<file path="src/tcc_pkg.sv">
`default_nettype none
package tcc_pkg;

  // ****************************************************************
  // Register map
  // ****************************************************************
  localparam int unsigned ADDR_W       = 4;
  localparam logic [3:0]  TIMER_CTRL   = 4'h0;
  localparam logic [3:0]  COUNT_HIGH   = 4'h1;
  localparam logic [3:0]  COUNT_LOW    = 4'h2;
  localparam logic [3:0]  MOD_HIGH     = 4'h3;
  localparam logic [3:0]  MOD_LOW      = 4'h4;
  localparam logic [3:0]  CH0_CTL      = 4'h5;
  localparam logic [3:0]  CH0_VAL_HIGH = 4'h6;
  localparam logic [3:0]  CH0_VAL_LOW  = 4'h7;
  localparam logic [3:0]  CH_STRIDE    = 4'h3;

  // ****************************************************************
  // Timer control fields
  // ****************************************************************
  localparam int unsigned TC_FLAG  = 7;
  localparam int unsigned TC_HALT  = 5;
  localparam int unsigned TC_RESET = 4;

  // ****************************************************************
  // Channel control fields
  // ****************************************************************
  localparam int unsigned CC_FLAG = 7;
  localparam int unsigned CC_IE   = 6;
  localparam int unsigned CC_MSB  = 5;
  localparam int unsigned CC_MSA  = 4;
  localparam int unsigned CC_ELSB = 3;
  localparam int unsigned CC_ELSA = 2;
  localparam int unsigned CC_TOV  = 1;
  localparam int unsigned CC_MAX  = 0;

  // ****************************************************************
  // Reset values
  // ****************************************************************
  localparam logic [15:0] MOD_RESET  = 16'hFFFF;
  localparam logic [7:0]  CTL_RESET  = 8'h00;
  localparam logic        HALT_RESET = 1'b1;

  // ****************************************************************
  // Pin action encodings
  // ****************************************************************
  typedef enum logic [1:0] {
    TCC_ACT_NONE   = 2'b00,
    TCC_ACT_TOGGLE = 2'b01,
    TCC_ACT_CLEAR  = 2'b10,
    TCC_ACT_SET    = 2'b11
  } tcc_action_t;

endpackage
`default_nettype wire

</file>
<file path="src/tcc_timer.sv">
// The strobed register port and the register addresses were decided locally.
`timescale 1ns/1ps
`default_nettype none
module tcc_timer #(
  parameter int unsigned NUM_CH = 2
) (
  input  wire logic                       clk,
  input  wire logic                       rst_n,
  input  wire logic                       count_tick,
  input  wire logic [tcc_pkg::ADDR_W-1:0] reg_addr,
  input  wire logic [7:0]                 reg_wdata,
  input  wire logic                       reg_wr,
  input  wire logic                       reg_rd,
  output logic      [7:0]                 reg_rdata,
  input  wire logic [1:0]                 channel_pin_in,
  output logic      [1:0]                 channel_pin_out,
  output logic      [1:0]                 channel_pin_oe_n,
  output logic      [1:0]                 channel_irq
);
  import tcc_pkg::*;

  // ****************************************************************
  // Elaboration check
  // ****************************************************************
  if (NUM_CH != 2) begin : g_bad_ch
    $error("tcc_timer serves exactly two linked channels");
  end

  // ****************************************************************
  // State
  // ****************************************************************
  typedef struct packed {
    logic [15:0]      cnt;
    logic [7:0]       cnt_lo_buf;
    logic             cnt_lo_held;
    logic [15:0]      modulo;
    logic             mod_lock;
    logic             ovf_flag;
    logic             ovf_armed;
    logic             halt;
    logic [1:0][7:0]  ctl;
    logic [1:0]       flag_armed;
    logic [1:0][15:0] value;
    logic [1:0]       cap_lock;
    logic [1:0]       cmp_lock;
    logic [1:0]       pin_prev;
    logic [1:0]       pin_level;
    logic [1:0]       pin_oe_n;
    logic [1:0]       max_eff;
    logic             buf_sel;
    logic [1:0]       irq;
    logic [7:0]       rdata;
  } tcc_state_t;

  tcc_state_t st;
  tcc_state_t next_st;

  logic             tick_run;
  logic             ovf;
  logic             buffered;
  logic [1:0]       ch_active;
  logic [1:0]       compare_mode;
  logic [1:0]       capture_mode;
  logic [1:0]       cap_evt;
  logic [1:0]       cmp_evt;
  logic [1:0][1:0]  els;
  logic [1:0][15:0] cmp_val;
  logic [1:0]       cmp_locked;

  // ****************************************************************
  // Channel decode
  // ****************************************************************
  always_comb begin
    buffered = st.ctl[0][CC_MSB];
    tick_run = count_tick & ~st.halt;
    ovf      = tick_run & (st.cnt == st.modulo);
    for (int i = 0; i < 2; i++) begin
      els[i]          = {st.ctl[i][CC_ELSB], st.ctl[i][CC_ELSA]};
      ch_active[i]    = !((i == 1) && buffered);
      compare_mode[i] = st.ctl[i][CC_MSA] | ((i == 0) && buffered);
      capture_mode[i] = !compare_mode[i] && (els[i] != 2'b00);
      if ((i == 0) && buffered) begin
        cmp_val[i]    = st.value[st.buf_sel];
        cmp_locked[i] = st.cmp_lock[st.buf_sel];
      end else begin
        cmp_val[i]    = st.value[i];
        cmp_locked[i] = st.cmp_lock[i];
      end
      cap_evt[i] = ch_active[i] & capture_mode[i] & ~st.halt
                 & ~st.cap_lock[i]
                 & ((els[i][0] & channel_pin_in[i] & ~st.pin_prev[i])
                 | (els[i][1] & ~channel_pin_in[i] & st.pin_prev[i]));
      cmp_evt[i] = ch_active[i] & compare_mode[i] & tick_run
                 & (st.cnt == cmp_val[i]) & ~cmp_locked[i];
    end
  end

  // ****************************************************************
  // Next state
  // ****************************************************************
  always_comb begin
    next_st       = st;
    next_st.rdata = 8'h00;

    // Counter
    if (tick_run) begin
      next_st.cnt = ovf ? 16'h0000 : st.cnt + 16'h0001;
    end

    // Register reads; unmapped addresses read zero
    if (reg_rd) begin
      case (reg_addr)
        TIMER_CTRL: begin
          next_st.rdata[TC_FLAG] = st.ovf_flag;
          next_st.rdata[TC_HALT] = st.halt;
          if (st.ovf_flag) begin
            next_st.ovf_armed = 1'b1;
          end
        end
        COUNT_HIGH: begin
          next_st.rdata = st.cnt[15:8];
          if (!st.cnt_lo_held) begin
            next_st.cnt_lo_buf  = st.cnt[7:0];
            next_st.cnt_lo_held = 1'b1;
          end
        end
        COUNT_LOW: begin
          next_st.rdata       = st.cnt_lo_held ? st.cnt_lo_buf : st.cnt[7:0];
          next_st.cnt_lo_held = 1'b0;
        end
        MOD_HIGH: begin
          next_st.rdata = st.modulo[15:8];
        end
        MOD_LOW: begin
          next_st.rdata = st.modulo[7:0];
        end
        default: begin
          for (int i = 0; i < 2; i++) begin
            if (reg_addr == CH0_CTL + CH_STRIDE * 4'(i)) begin
              next_st.rdata = st.ctl[i];
              if (st.ctl[i][CC_FLAG]) begin
                next_st.flag_armed[i] = 1'b1;
              end
            end
            if (reg_addr == CH0_VAL_HIGH + CH_STRIDE * 4'(i)) begin
              next_st.rdata = st.value[i][15:8];
              if (capture_mode[i]) begin
                next_st.cap_lock[i] = 1'b1;
              end
            end
            if (reg_addr == CH0_VAL_LOW + CH_STRIDE * 4'(i)) begin
              next_st.rdata       = st.value[i][7:0];
              next_st.cap_lock[i] = 1'b0;
            end
          end
        end
      endcase
    end

    // Register writes
    if (reg_wr) begin
      case (reg_addr)
        TIMER_CTRL: begin
          next_st.halt = reg_wdata[TC_HALT];
          if (reg_wdata[TC_RESET]) begin
            next_st.cnt = 16'h0000;
          end
          if (!reg_wdata[TC_FLAG] && st.ovf_armed) begin
            next_st.ovf_flag  = 1'b0;
            next_st.ovf_armed = 1'b0;
          end
        end
        MOD_HIGH: begin
          next_st.modulo[15:8] = reg_wdata;
          next_st.mod_lock     = 1'b1;
        end
        MOD_LOW: begin
          next_st.modulo[7:0] = reg_wdata;
          next_st.mod_lock    = 1'b0;
        end
        default: begin
          for (int i = 0; i < 2; i++) begin
            if (reg_addr == CH0_CTL + CH_STRIDE * 4'(i)) begin
              next_st.ctl[i][6:0] = reg_wdata[6:0];
              if (i == 1) begin
                next_st.ctl[i][CC_MSB] = 1'b0;
              end
              if (!reg_wdata[CC_FLAG] && st.flag_armed[i]) begin
                next_st.ctl[i][CC_FLAG] = 1'b0;
                next_st.flag_armed[i]   = 1'b0;
              end
            end
            if (reg_addr == CH0_VAL_HIGH + CH_STRIDE * 4'(i)) begin
              next_st.value[i][15:8] = reg_wdata;
              if (compare_mode[i] || buffered) begin
                next_st.cmp_lock[i] = 1'b1;
              end
            end
            if (reg_addr == CH0_VAL_LOW + CH_STRIDE * 4'(i)) begin
              next_st.value[i][7:0] = reg_wdata;
              next_st.cmp_lock[i]   = 1'b0;
            end
          end
        end
      endcase
    end

    // Overflow flag; a new overflow beats a clearing write
    if (ovf && !st.mod_lock) begin
      next_st.ovf_flag  = 1'b1;
      next_st.ovf_armed = 1'b0;
    end

    // Buffered compare register alternates per period
    if (!buffered) begin
      next_st.buf_sel = 1'b0;
    end else if (ovf) begin
      next_st.buf_sel = ~st.buf_sel;
    end

    // Channels
    for (int i = 0; i < 2; i++) begin
      next_st.pin_prev[i] = channel_pin_in[i];
      if (cap_evt[i]) begin
        next_st.value[i] = st.cnt;
      end
      if (cap_evt[i] || cmp_evt[i]) begin
        next_st.ctl[i][CC_FLAG] = 1'b1;
        next_st.flag_armed[i]   = 1'b0;
      end
      if (!ch_active[i] || capture_mode[i]) begin
        next_st.pin_oe_n[i] = 1'b1;
      end else if (els[i] == 2'b00) begin
        // Preset level is held so the pin starts from it once connected
        next_st.pin_oe_n[i]  = 1'b1;
        next_st.pin_level[i] = ~st.ctl[i][CC_MSA];
      end else begin
        next_st.pin_oe_n[i] = 1'b0;
        if (ovf && st.ctl[i][CC_TOV]) begin
          // Full duty is sampled only here so it starts with a new period
          next_st.max_eff[i]   = st.ctl[i][CC_MAX];
          next_st.pin_level[i] = st.ctl[i][CC_MAX] | ~st.pin_level[i];
        end else if (cmp_evt[i] && !(st.ctl[i][CC_TOV] && st.max_eff[i])) begin
          case (tcc_action_t'(els[i]))
            TCC_ACT_TOGGLE: next_st.pin_level[i] = ~st.pin_level[i];
            TCC_ACT_CLEAR:  next_st.pin_level[i] = 1'b0;
            TCC_ACT_SET:    next_st.pin_level[i] = 1'b1;
            default:        next_st.pin_level[i] = st.pin_level[i];
          endcase
        end
      end
      next_st.irq[i] = next_st.ctl[i][CC_IE] & next_st.ctl[i][CC_FLAG];
    end
  end

  // ****************************************************************
  // Registers
  // ****************************************************************
  always_ff @(posedge clk) begin
    st <= next_st;
    if (!rst_n) begin
      // Channel values keep whatever they hold
      st.cnt         <= 16'h0000;
      st.cnt_lo_buf  <= 8'h00;
      st.cnt_lo_held <= 1'b0;
      st.modulo      <= MOD_RESET;
      st.mod_lock    <= 1'b0;
      st.ovf_flag    <= 1'b0;
      st.ovf_armed   <= 1'b0;
      st.halt        <= HALT_RESET;
      st.ctl         <= {CTL_RESET, CTL_RESET};
      st.flag_armed  <= 2'b00;
      st.cap_lock    <= 2'b00;
      st.cmp_lock    <= 2'b00;
      st.pin_prev    <= 2'b00;
      st.pin_level   <= 2'b11;
      st.pin_oe_n    <= 2'b11;
      st.max_eff     <= 2'b00;
      st.buf_sel     <= 1'b0;
      st.irq         <= 2'b00;
      st.rdata       <= 8'h00;
    end
  end

  assign reg_rdata        = st.rdata;
  assign channel_pin_out  = st.pin_level;
  assign channel_pin_oe_n = st.pin_oe_n;
  assign channel_irq      = st.irq;

endmodule
`default_nettype wire

</file>
<file path="config.mk">
export PLATFORM = sky130hd
export DESIGN_NAME = tcc_timer
export DESIGN_NICKNAME = d
export VERILOG_FILES = /design/src/tcc_pkg.sv /design/src/tcc_timer.sv
export SDC_FILE = /design/constraint.sdc
export NUM_CORES = 1
export LEC_CHECK = 0
export BUFFER_PORTS_ARGS = -buffer_cell sky130_fd_sc_hd__clkbuf_2
export CORE_ASPECT_RATIO = 0.7
export CORE_MARGIN = 2
export CORE_UTILIZATION = 56
export CTS_CLUSTER_DIAMETER = 100
export CTS_CLUSTER_SIZE = 8
export DETAILED_ROUTE_END_ITERATION = 10
export PLACE_DENSITY = 0.77
export SYNTH_ARGS = -nofsm -noshare
export SYNTH_HDL_FRONTEND = slang
export SYNTH_SLANG_ARGS = --single-unit
</file>
<file path="constraint.sdc">
create_clock -name clk -period 2.07 [get_ports clk]
set_input_delay 0.1035 -clock clk [delete_from_list [all_inputs] [get_ports clk]]
set_output_delay 0.1035 -clock clk [all_outputs]
set_load 0.02 [all_outputs]
</file>
==> impl_metrics.py, run 1 <==
metrics = {
    "critical_path": {
        "critical_path.max_fanout": 2,
        "end_kind": "flop",
        "r2r-end": "channel_pin_out[1]",
        "cp_common_cell": "nand4_1",
        "worst_ep_required_time_ps": 2390,
        "crit_slowest_cell": "edfxtp_1",
        "rr_startpoint": "cmp_val[22]",
        "cp_top_family": "compound AO/OA/AOI/OAI gates",
        "path_buf_inv": 1,
        "cpPeakStageDelay_ps": 470,
        "timing.reg2reg.setup_slack_ps": 3,
        "reg2reg_depth": 8,
        "start_kind": "flop",
        "arrival_ps": 2390,
        "cp_cell_sequence": "xnor2_1, nand4_1, nor4_2, buf_4, nand4_1, a2bb2oi_1, o21a_1, o311ai_1",
        "worstSetupPathType": "flop to flop",
    },
    "clocking": {
        "cts-root-buf": "clkbuf_16",
        "numClockSinks": 117,
        "htreeDepth": 4,
        "cts_buffers": 17,
        "ctsLongestPathBuffers": 2,
        "insertion_delay_ps": 430,
        "clkTransAtPathRegs_ps": 60,
        "cts_tree": "done",
    },
    "logic_synthesis": {
        "synth_edf_count": 32,
        "yosysSeqAreaShare": 0.4065,
        "yosys_warnings": 0,
        "synth_nets": 755,
        "ys_ff_latch": 117,
        "synth.distinct_cells": 62,
        "async_reset_ff_frac": 0,
        "syn_area_per_cell_um2": 8.912,
        "synth_ff_type": "dfxtp_1",
        "synth_cells": 735,
        "syn_area_mm2": 0.006550,
    },
    "power": {
        "powerDensity_mw_per_mm2": 754.9,
        "leakage_nw": 3.345,
        "max-vdd-ir-drop_v": 0.0005728,
    },
    "floorplanning": {
        "die_area_mm2": 0.01259,
        "coreArea_mm2": 0.01156,
        "initial_utilization": 0.5666,
        "die_y_um": 94.49,
        "rows": 33,
        "chipWidth_um": 133.3,
        "ioPinCount": 33,
    },
    "detailed_routing": {
        "post-route-drc-count": 0,
        "first_pass_iters": 6,
        "detail-route-antenna-nets": 0,
        "wirelength_um": 23990,
        "drt-initial-drc-count": 872,
        "wl_per_cell_um": 24.73,
        "vias": 6278,
        "via_per_inst": 6.472,
    },
    "finish": {
        "nFillCells": 914,
        "area_delta_synth_final_pct": 21.39,
        "fin_nets": 820,
        "multiInputGateArea_mm2": 0.003541,
        "antenna_cells": 0,
        "layout_commonest_cell": "buf_4",
        "regArea_mm2": 0.002675,
        "drive_gt1_frac": 0.2386,
        "mostFrequentLayoutCells": "buf_4 (88), nand2_1 (76), dfxtp_1 (75)",
        "fin_util": 0.6878,
    },
    "hold_path": {
        "hold_path.startpoint": "reg_wdata[4]",
        "hold_end": "cmp_val[28]",
        "min_path_type": "primary input to flop",
        "hold-path-cell-count": 2,
    },
    "sta": {
        "slew_headroom": 0.4571,
        "worst_pin_slew_ps": 813.4,
        "hold_violations": 0,
        "final_max_slew_viol_count": 0,
        "finalWorstPathRequiredPeriod_ps": 2067,
        "finClkSkew_ps": 11.64,
        "fmax_mhz": 483.7,
        "post-route-period-util": 0.9987,
        "hold_ws_ps": 86.83,
        "finalSetupViolations": 0,
    },
    "place": {
        "hpwl_um": 17580,
        "gp_congestion": 1.004,
        "portBuffers": 32,
    },
    "grt": {
        "antenna_found_initial": 0,
        "grt_pass1_wl_um": 35610,
        "overflow": 0,
        "grt_pass1_vias": 5775,
        "track_usage": 0.3894,
        "grt_max_degree": 32,
    },
    "outcome": {
        "status": "finished clean",
    },
    "job": {
        "drv_cap": 0,
    },
}
[area by class of cell]
class,instances,area share
clock inverters,10,0.01322
multi-input cells,532,0.4453
flip-flops and latches,117,0.3364
well taps,157,0.02470
repair buffers,124,0.1095
clock buffers,22,0.06656
inverters,8,0.004249
[synthesized netlist by cell type, drive strengths merged, types with 3 or more instances]
master  number  area [µm²]
nor3         9       66.32
inv          8       30.03
a211oi       5       37.54
nor2b       37       231.5
o211a        3       30.03
o22ai        6       37.54
xor2        22       192.7
nor2        60       225.2
or3          5       31.28
a21oi       26       130.1
mux2         5       56.30
buf         40       249.0
nand2       76       285.3
a221o        6       60.06
edfxtp      32       960.9
clkbuf      38       142.6
mux2i       41       410.4
nand3       31       160.1
dfxtp       85        1702
o21a         5       37.54
nand4       15       93.84
a22o        35       306.5
and3         8       50.05
or2          4       25.02
xnor2       35       306.5
o211ai       5       37.54
nand2b      16       100.1
a22oi        4       30.03
o21ai       24       120.1
nor4         5       31.28
and2        11       71.32
[sequential cells by signal (all words and copies together) (netlist names)]
name / cells
st: 80
buffered: 1
reg_rdata: 8
cmp_val: 16
channel_pin_out: 2
els: 4
channel_pin_oe_n: 2
cmp_locked: 1
compare_mode: 1
channel_irq: 2
[how the worst max path moves through the flow]
stage	startpoint	to	cells after the start
floorplan	els[2]	cmp_val[16]	7
global placement	st[111]	channel_pin_out[0]	7
detailed placement	st[111]	channel_pin_out[1]	7
CTS	st[103]	channel_pin_out[0]	8
global route	cmp_val[20]	channel_pin_out[0]	8
finish	cmp_val[22]	channel_pin_out[1]	8
[routing by layer]
layer,up-vias,wire [µm],global-route usage
met3,67,3341,0.1304
met1,3026,10080,0.5404
li1,2720,-,-
met2,465,9914,0.5657
met5,-,0,0
met4,0,655,0.1410
[stage by stage]
step	power, mW	setup TNS [ps]	worst slack (ps)	area, µm²	cells
3_3_place_gp	2.892	-499.3	-78.30	7172	931
2_1_floorplan	2.726	0	26.55	6550	735
4_1_cts	5.980	0	0.3757	7844	966
3_5_place_dp	2.896	-51.64	-39.80	7172	931
6_report	6.002	0	2.674	7951	970
5_1_grt	6.132	-179.6	-97.54	7951	970
[power by group]
| group | switching [mW] | internal (mW) | total, mW |
|---|---|---|---|
| clock | 1.17 | 1.96 | 3.12 |
| sequential | 0.0248 | 2.38 | 2.41 |
| combinational | 0.297 | 0.176 | 0.473 |
| total | 1.49 | 4.52 | 6.00 |
[kinds of logic (layout without fill, tap and decap cells)]
kind of cell | count (synthesis) | in the layout | share of synthesized area
DFF | 117 | 117 | 0.4065
muxes | 46 | 46 | 0.07125
and+or+nand+nor | 282 | 282 | 0.2159
AOI/OAI and AO/OA | 146 | 146 | 0.1639
xor gates and xnor gates | 57 | 57 | 0.07622
adders and majority gates | 1 | 1 | 0.001910
buffers and inverters | 86 | 164 | 0.06438
[what timing repair did]
action	in CTS	in global routing
pin swaps	1	7
gates cloned	0	0
endpoints found under the setup margin	5	39
gates resized for setup	2	24
buffers inserted	0	4
hold buffers	3	0
endpoints found under the hold margin	3	0
Power figures use the tool's default switching activity.
==> inputs of run 2 (changes only) <==
--- a/config.mk
+++ b/config.mk
@@ -5,14 +5,15 @@
 export SDC_FILE = /design/constraint.sdc
 export NUM_CORES = 1
 export LEC_CHECK = 0
+export ABC_AREA = 1
 export BUFFER_PORTS_ARGS = -buffer_cell sky130_fd_sc_hd__clkbuf_2
 export CORE_ASPECT_RATIO = 0.7
 export CORE_MARGIN = 2
-export CORE_UTILIZATION = 56
+export CORE_UTILIZATION = 45
 export CTS_CLUSTER_DIAMETER = 100
 export CTS_CLUSTER_SIZE = 8
 export DETAILED_ROUTE_END_ITERATION = 10
-export PLACE_DENSITY = 0.77
+export RECOVER_POWER = 25
 export SYNTH_ARGS = -nofsm -noshare
 export SYNTH_HDL_FRONTEND = slang
 export SYNTH_SLANG_ARGS = --single-unit
==> run 2 against run 1 <==
Effect of this change: sequential share of layout area is 0.80 points lower; critical path type unchanged; first-iteration DRC count is 2.8% higher; core utilization is 14 points lower; clock-buffer cell count is 1 lower; largest cell class unchanged; highest routed layer unchanged.
==> impl_metrics.py, run 2 <==
metrics = {
    "finish": {
        "mostFrequentLayoutCells": "nand2_1 (240), inv_1 (118), nor2_1 (92)",
        "largest_reg_flops": 80,
        "area_delta_synth_final_pct": 18.86,
        "antenna_cells": 0,
        "nFillCells": 1450,
        "top_register": "st",
        "fin_nets": 1071,
        "fin_util": 0.5489,
        "layout_commonest_cell": "nand2_1",
        "regArea_mm2": 0.002663,
        "multiInputGateArea_mm2": 0.003366,
        "layoutNonFillerInstCount": 1259,
        "drive_gt1_frac": 0.1541,
        "stdcell_area_mm2": 0.008107,
    },
    "floorplanning": {
        "rows": 37,
        "initial_utilization": 0.4618,
        "die_area_mm2": 0.01617,
        "coreArea_mm2": 0.01477,
        "die_y_um": 107,
        "ioPinCount": 33,
        "chipWidth_um": 151.1,
    },
    "clocking": {
        "post_cts.repair.setup_buffers": 0,
        "cts-root-buf": "clkbuf_16",
        "cts_buffers": 17,
        "ctsLongestPathBuffers": 2,
        "numClockSinks": 117,
        "insertion_delay_ps": 420,
        "cts_tree": "done",
        "htreeDepth": 4,
        "clkTransAtPathRegs_ps": 60,
    },
    "power": {
        "finalPower_mw": 5.855,
        "leakage_nw": 3.614,
        "max-vdd-ir-drop_v": 0.0005033,
        "powerDensity_mw_per_mm2": 722.3,
    },
    "detailed_routing": {
        "wl_per_cell_um": 20.60,
        "detail-route-antenna-nets": 0,
        "wirelength_um": 25930,
        "post-route-drc-count": 0,
        "drt-initial-drc-count": 896,
        "vias": 7059,
        "first_pass_iters": 5,
        "via_per_inst": 5.607,
    },
    "logic_synthesis": {
        "yosys_warnings": 0,
        "synth_cells": 975,
        "synth.distinct_cells": 48,
        "synth_edf_count": 32,
        "syn_area_per_cell_um2": 6.995,
        "yosysMostFrequentCell": "nand2_1",
        "synth_top_area_frac": 0.2495,
        "ys_ff_latch": 117,
        "synth_ff_type": "dfxtp_1",
        "synth_area_leader_cell": "dfxtp_1",
        "async_reset_ff_frac": 0,
        "synth_nets": 995,
        "synth.area.top_cells": "dfxtp_1 (25%), edfxtp_1 (14%), nand2_1 (13%), inv_1 (6.5%), o21ai_0 (5.4%)",
        "synth_common_cells": "nand2_1 (240), inv_1 (118), nor2_1 (91)",
        "syn_area_mm2": 0.006820,
        "yosysSeqAreaShare": 0.3904,
    },
    "grt": {
        "track_usage": 0.3290,
        "grt_pass1_vias": 6208,
        "overflow": 0,
        "antenna_found_initial": 1,
        "grt_max_degree": 32,
        "grt_pass1_wl_um": 38280,
    },
    "hold_path": {
        "min_path_type": "primary input to flop",
    },
    "sta": {
        "finClkSkew_ps": 9.555,
        "rsz0062_at_grt": "false",
        "tns_ps": 0,
        "final_max_slew_viol_count": 0,
        "slew_headroom": 0.5187,
        "finalWorstPathRequiredPeriod_ps": 1999,
        "worst_pin_slew_ps": 721.9,
        "finalSetupViolations": 0,
        "hold_violations": 0,
        "post-route-period-util": 0.9659,
        "fmax_mhz": 500.2,
    },
    "critical_path": {
        "critical_path.max_fanout": 15,
        "start_kind": "flop",
        "cp_common_cell": "inv_1",
        "end_kind": "flop",
        "cp_cell_sequence": "inv_1, o21ai_0, o22ai_1, nor3_1, o211ai_1, nand2_1, inv_1",
        "worstSetupPathType": "flop to flop",
        "cpPeakStageDelay_ps": 640,
        "worst_ep_required_time_ps": 2390,
        "crit_slowest_cell": "dfxtp_1",
        "arrival_ps": 2320,
    },
    "job": {
        "drv_cap": 0,
    },
    "place": {
        "hpwl_um": 20320,
        "gp_congestion": 0.9479,
        "dpl_cell_area_mm2": 0.007512,
        "portBuffers": 32,
        "dp_cells": 1225,
    },
    "outcome": {
        "status": "finished clean",
    },
}
==> run 2: worst max-delay path: cells and delay by family, from the launching register on <==
family | cells | cell delay [ps]
flops | 1 | 640
buf+inv | 2 | 240
compound gates | 3 | 470
simple gates | 2 | 520
==> run 2: final timing paths <==
path	startpoint	endpoint	slack [ps]	depth (start not counted)
hold / removal	reg_wdata[6]	st[83]	90	3
hold reg to reg	st[99]	st[99]	450	2
setup reg to reg	st[93]	reg_rdata[7]	70	7
setup / recovery	st[93]	reg_rdata[7]	70	7
==> run 2: cell families (layout without fill, tap and decap cells) <==
family                   Yosys count  count (layout)  synth area share
adder cells (fa/ha/maj)            1               1          0.001834
XOR/XNOR                          17              17           0.02183
AO/OA/AOI/OAI                    207             207            0.1818
buffers and inverters            178             267            0.1150
AND/OR/NAND/NOR                  455             455            0.2891
flip-flops                       117             117            0.3904
==> run 2: final cells by class <==
type | instances | share of cell area
multi-input combinational | 680 | 0.4152
clock inverter | 11 | 0.01374
sequential | 117 | 0.3284
inverter | 133 | 0.06158
timing repair buffer | 102 | 0.08890
tap | 195 | 0.03010
clock buffer | 21 | 0.06205
==> run 2: layer usage <==
layer | vias to the layer above | GRT usage | part of all wire
met2 | 422 | 0.4536 | 0.40
met1 | 3229 | 0.5031 | 0.45
met5 | - | 0 | 0
met3 | 40 | 0.07574 | 0.13
li1 | 3368 | - | -
met4 | 0 | 0.09813 | 0.024
==> run 2: timing repair <==
action / CTS / global route
endpoints found under the hold margin: 2 / 0
endpoints found under the setup margin: 0 / 1
hold buffers: 2 / 0
resized for setup: 0 / 1
==> run 2: power breakdown <==
part | switching [mW] | internal, mW
clock network | 1.17 | 1.88
registers | 0.0283 | 2.39
logic | 0.278 | 0.118
==> run 2: through the flow <==
stage	hold WS, ps	setup WS, ps
final	90.22	70.63
after global routing	84.90	12.00
after CTS	61.68	124.2
after detailed placement	333.4	154.7
after global placement	322.7	186.7
after floorplan	197.0	50.51
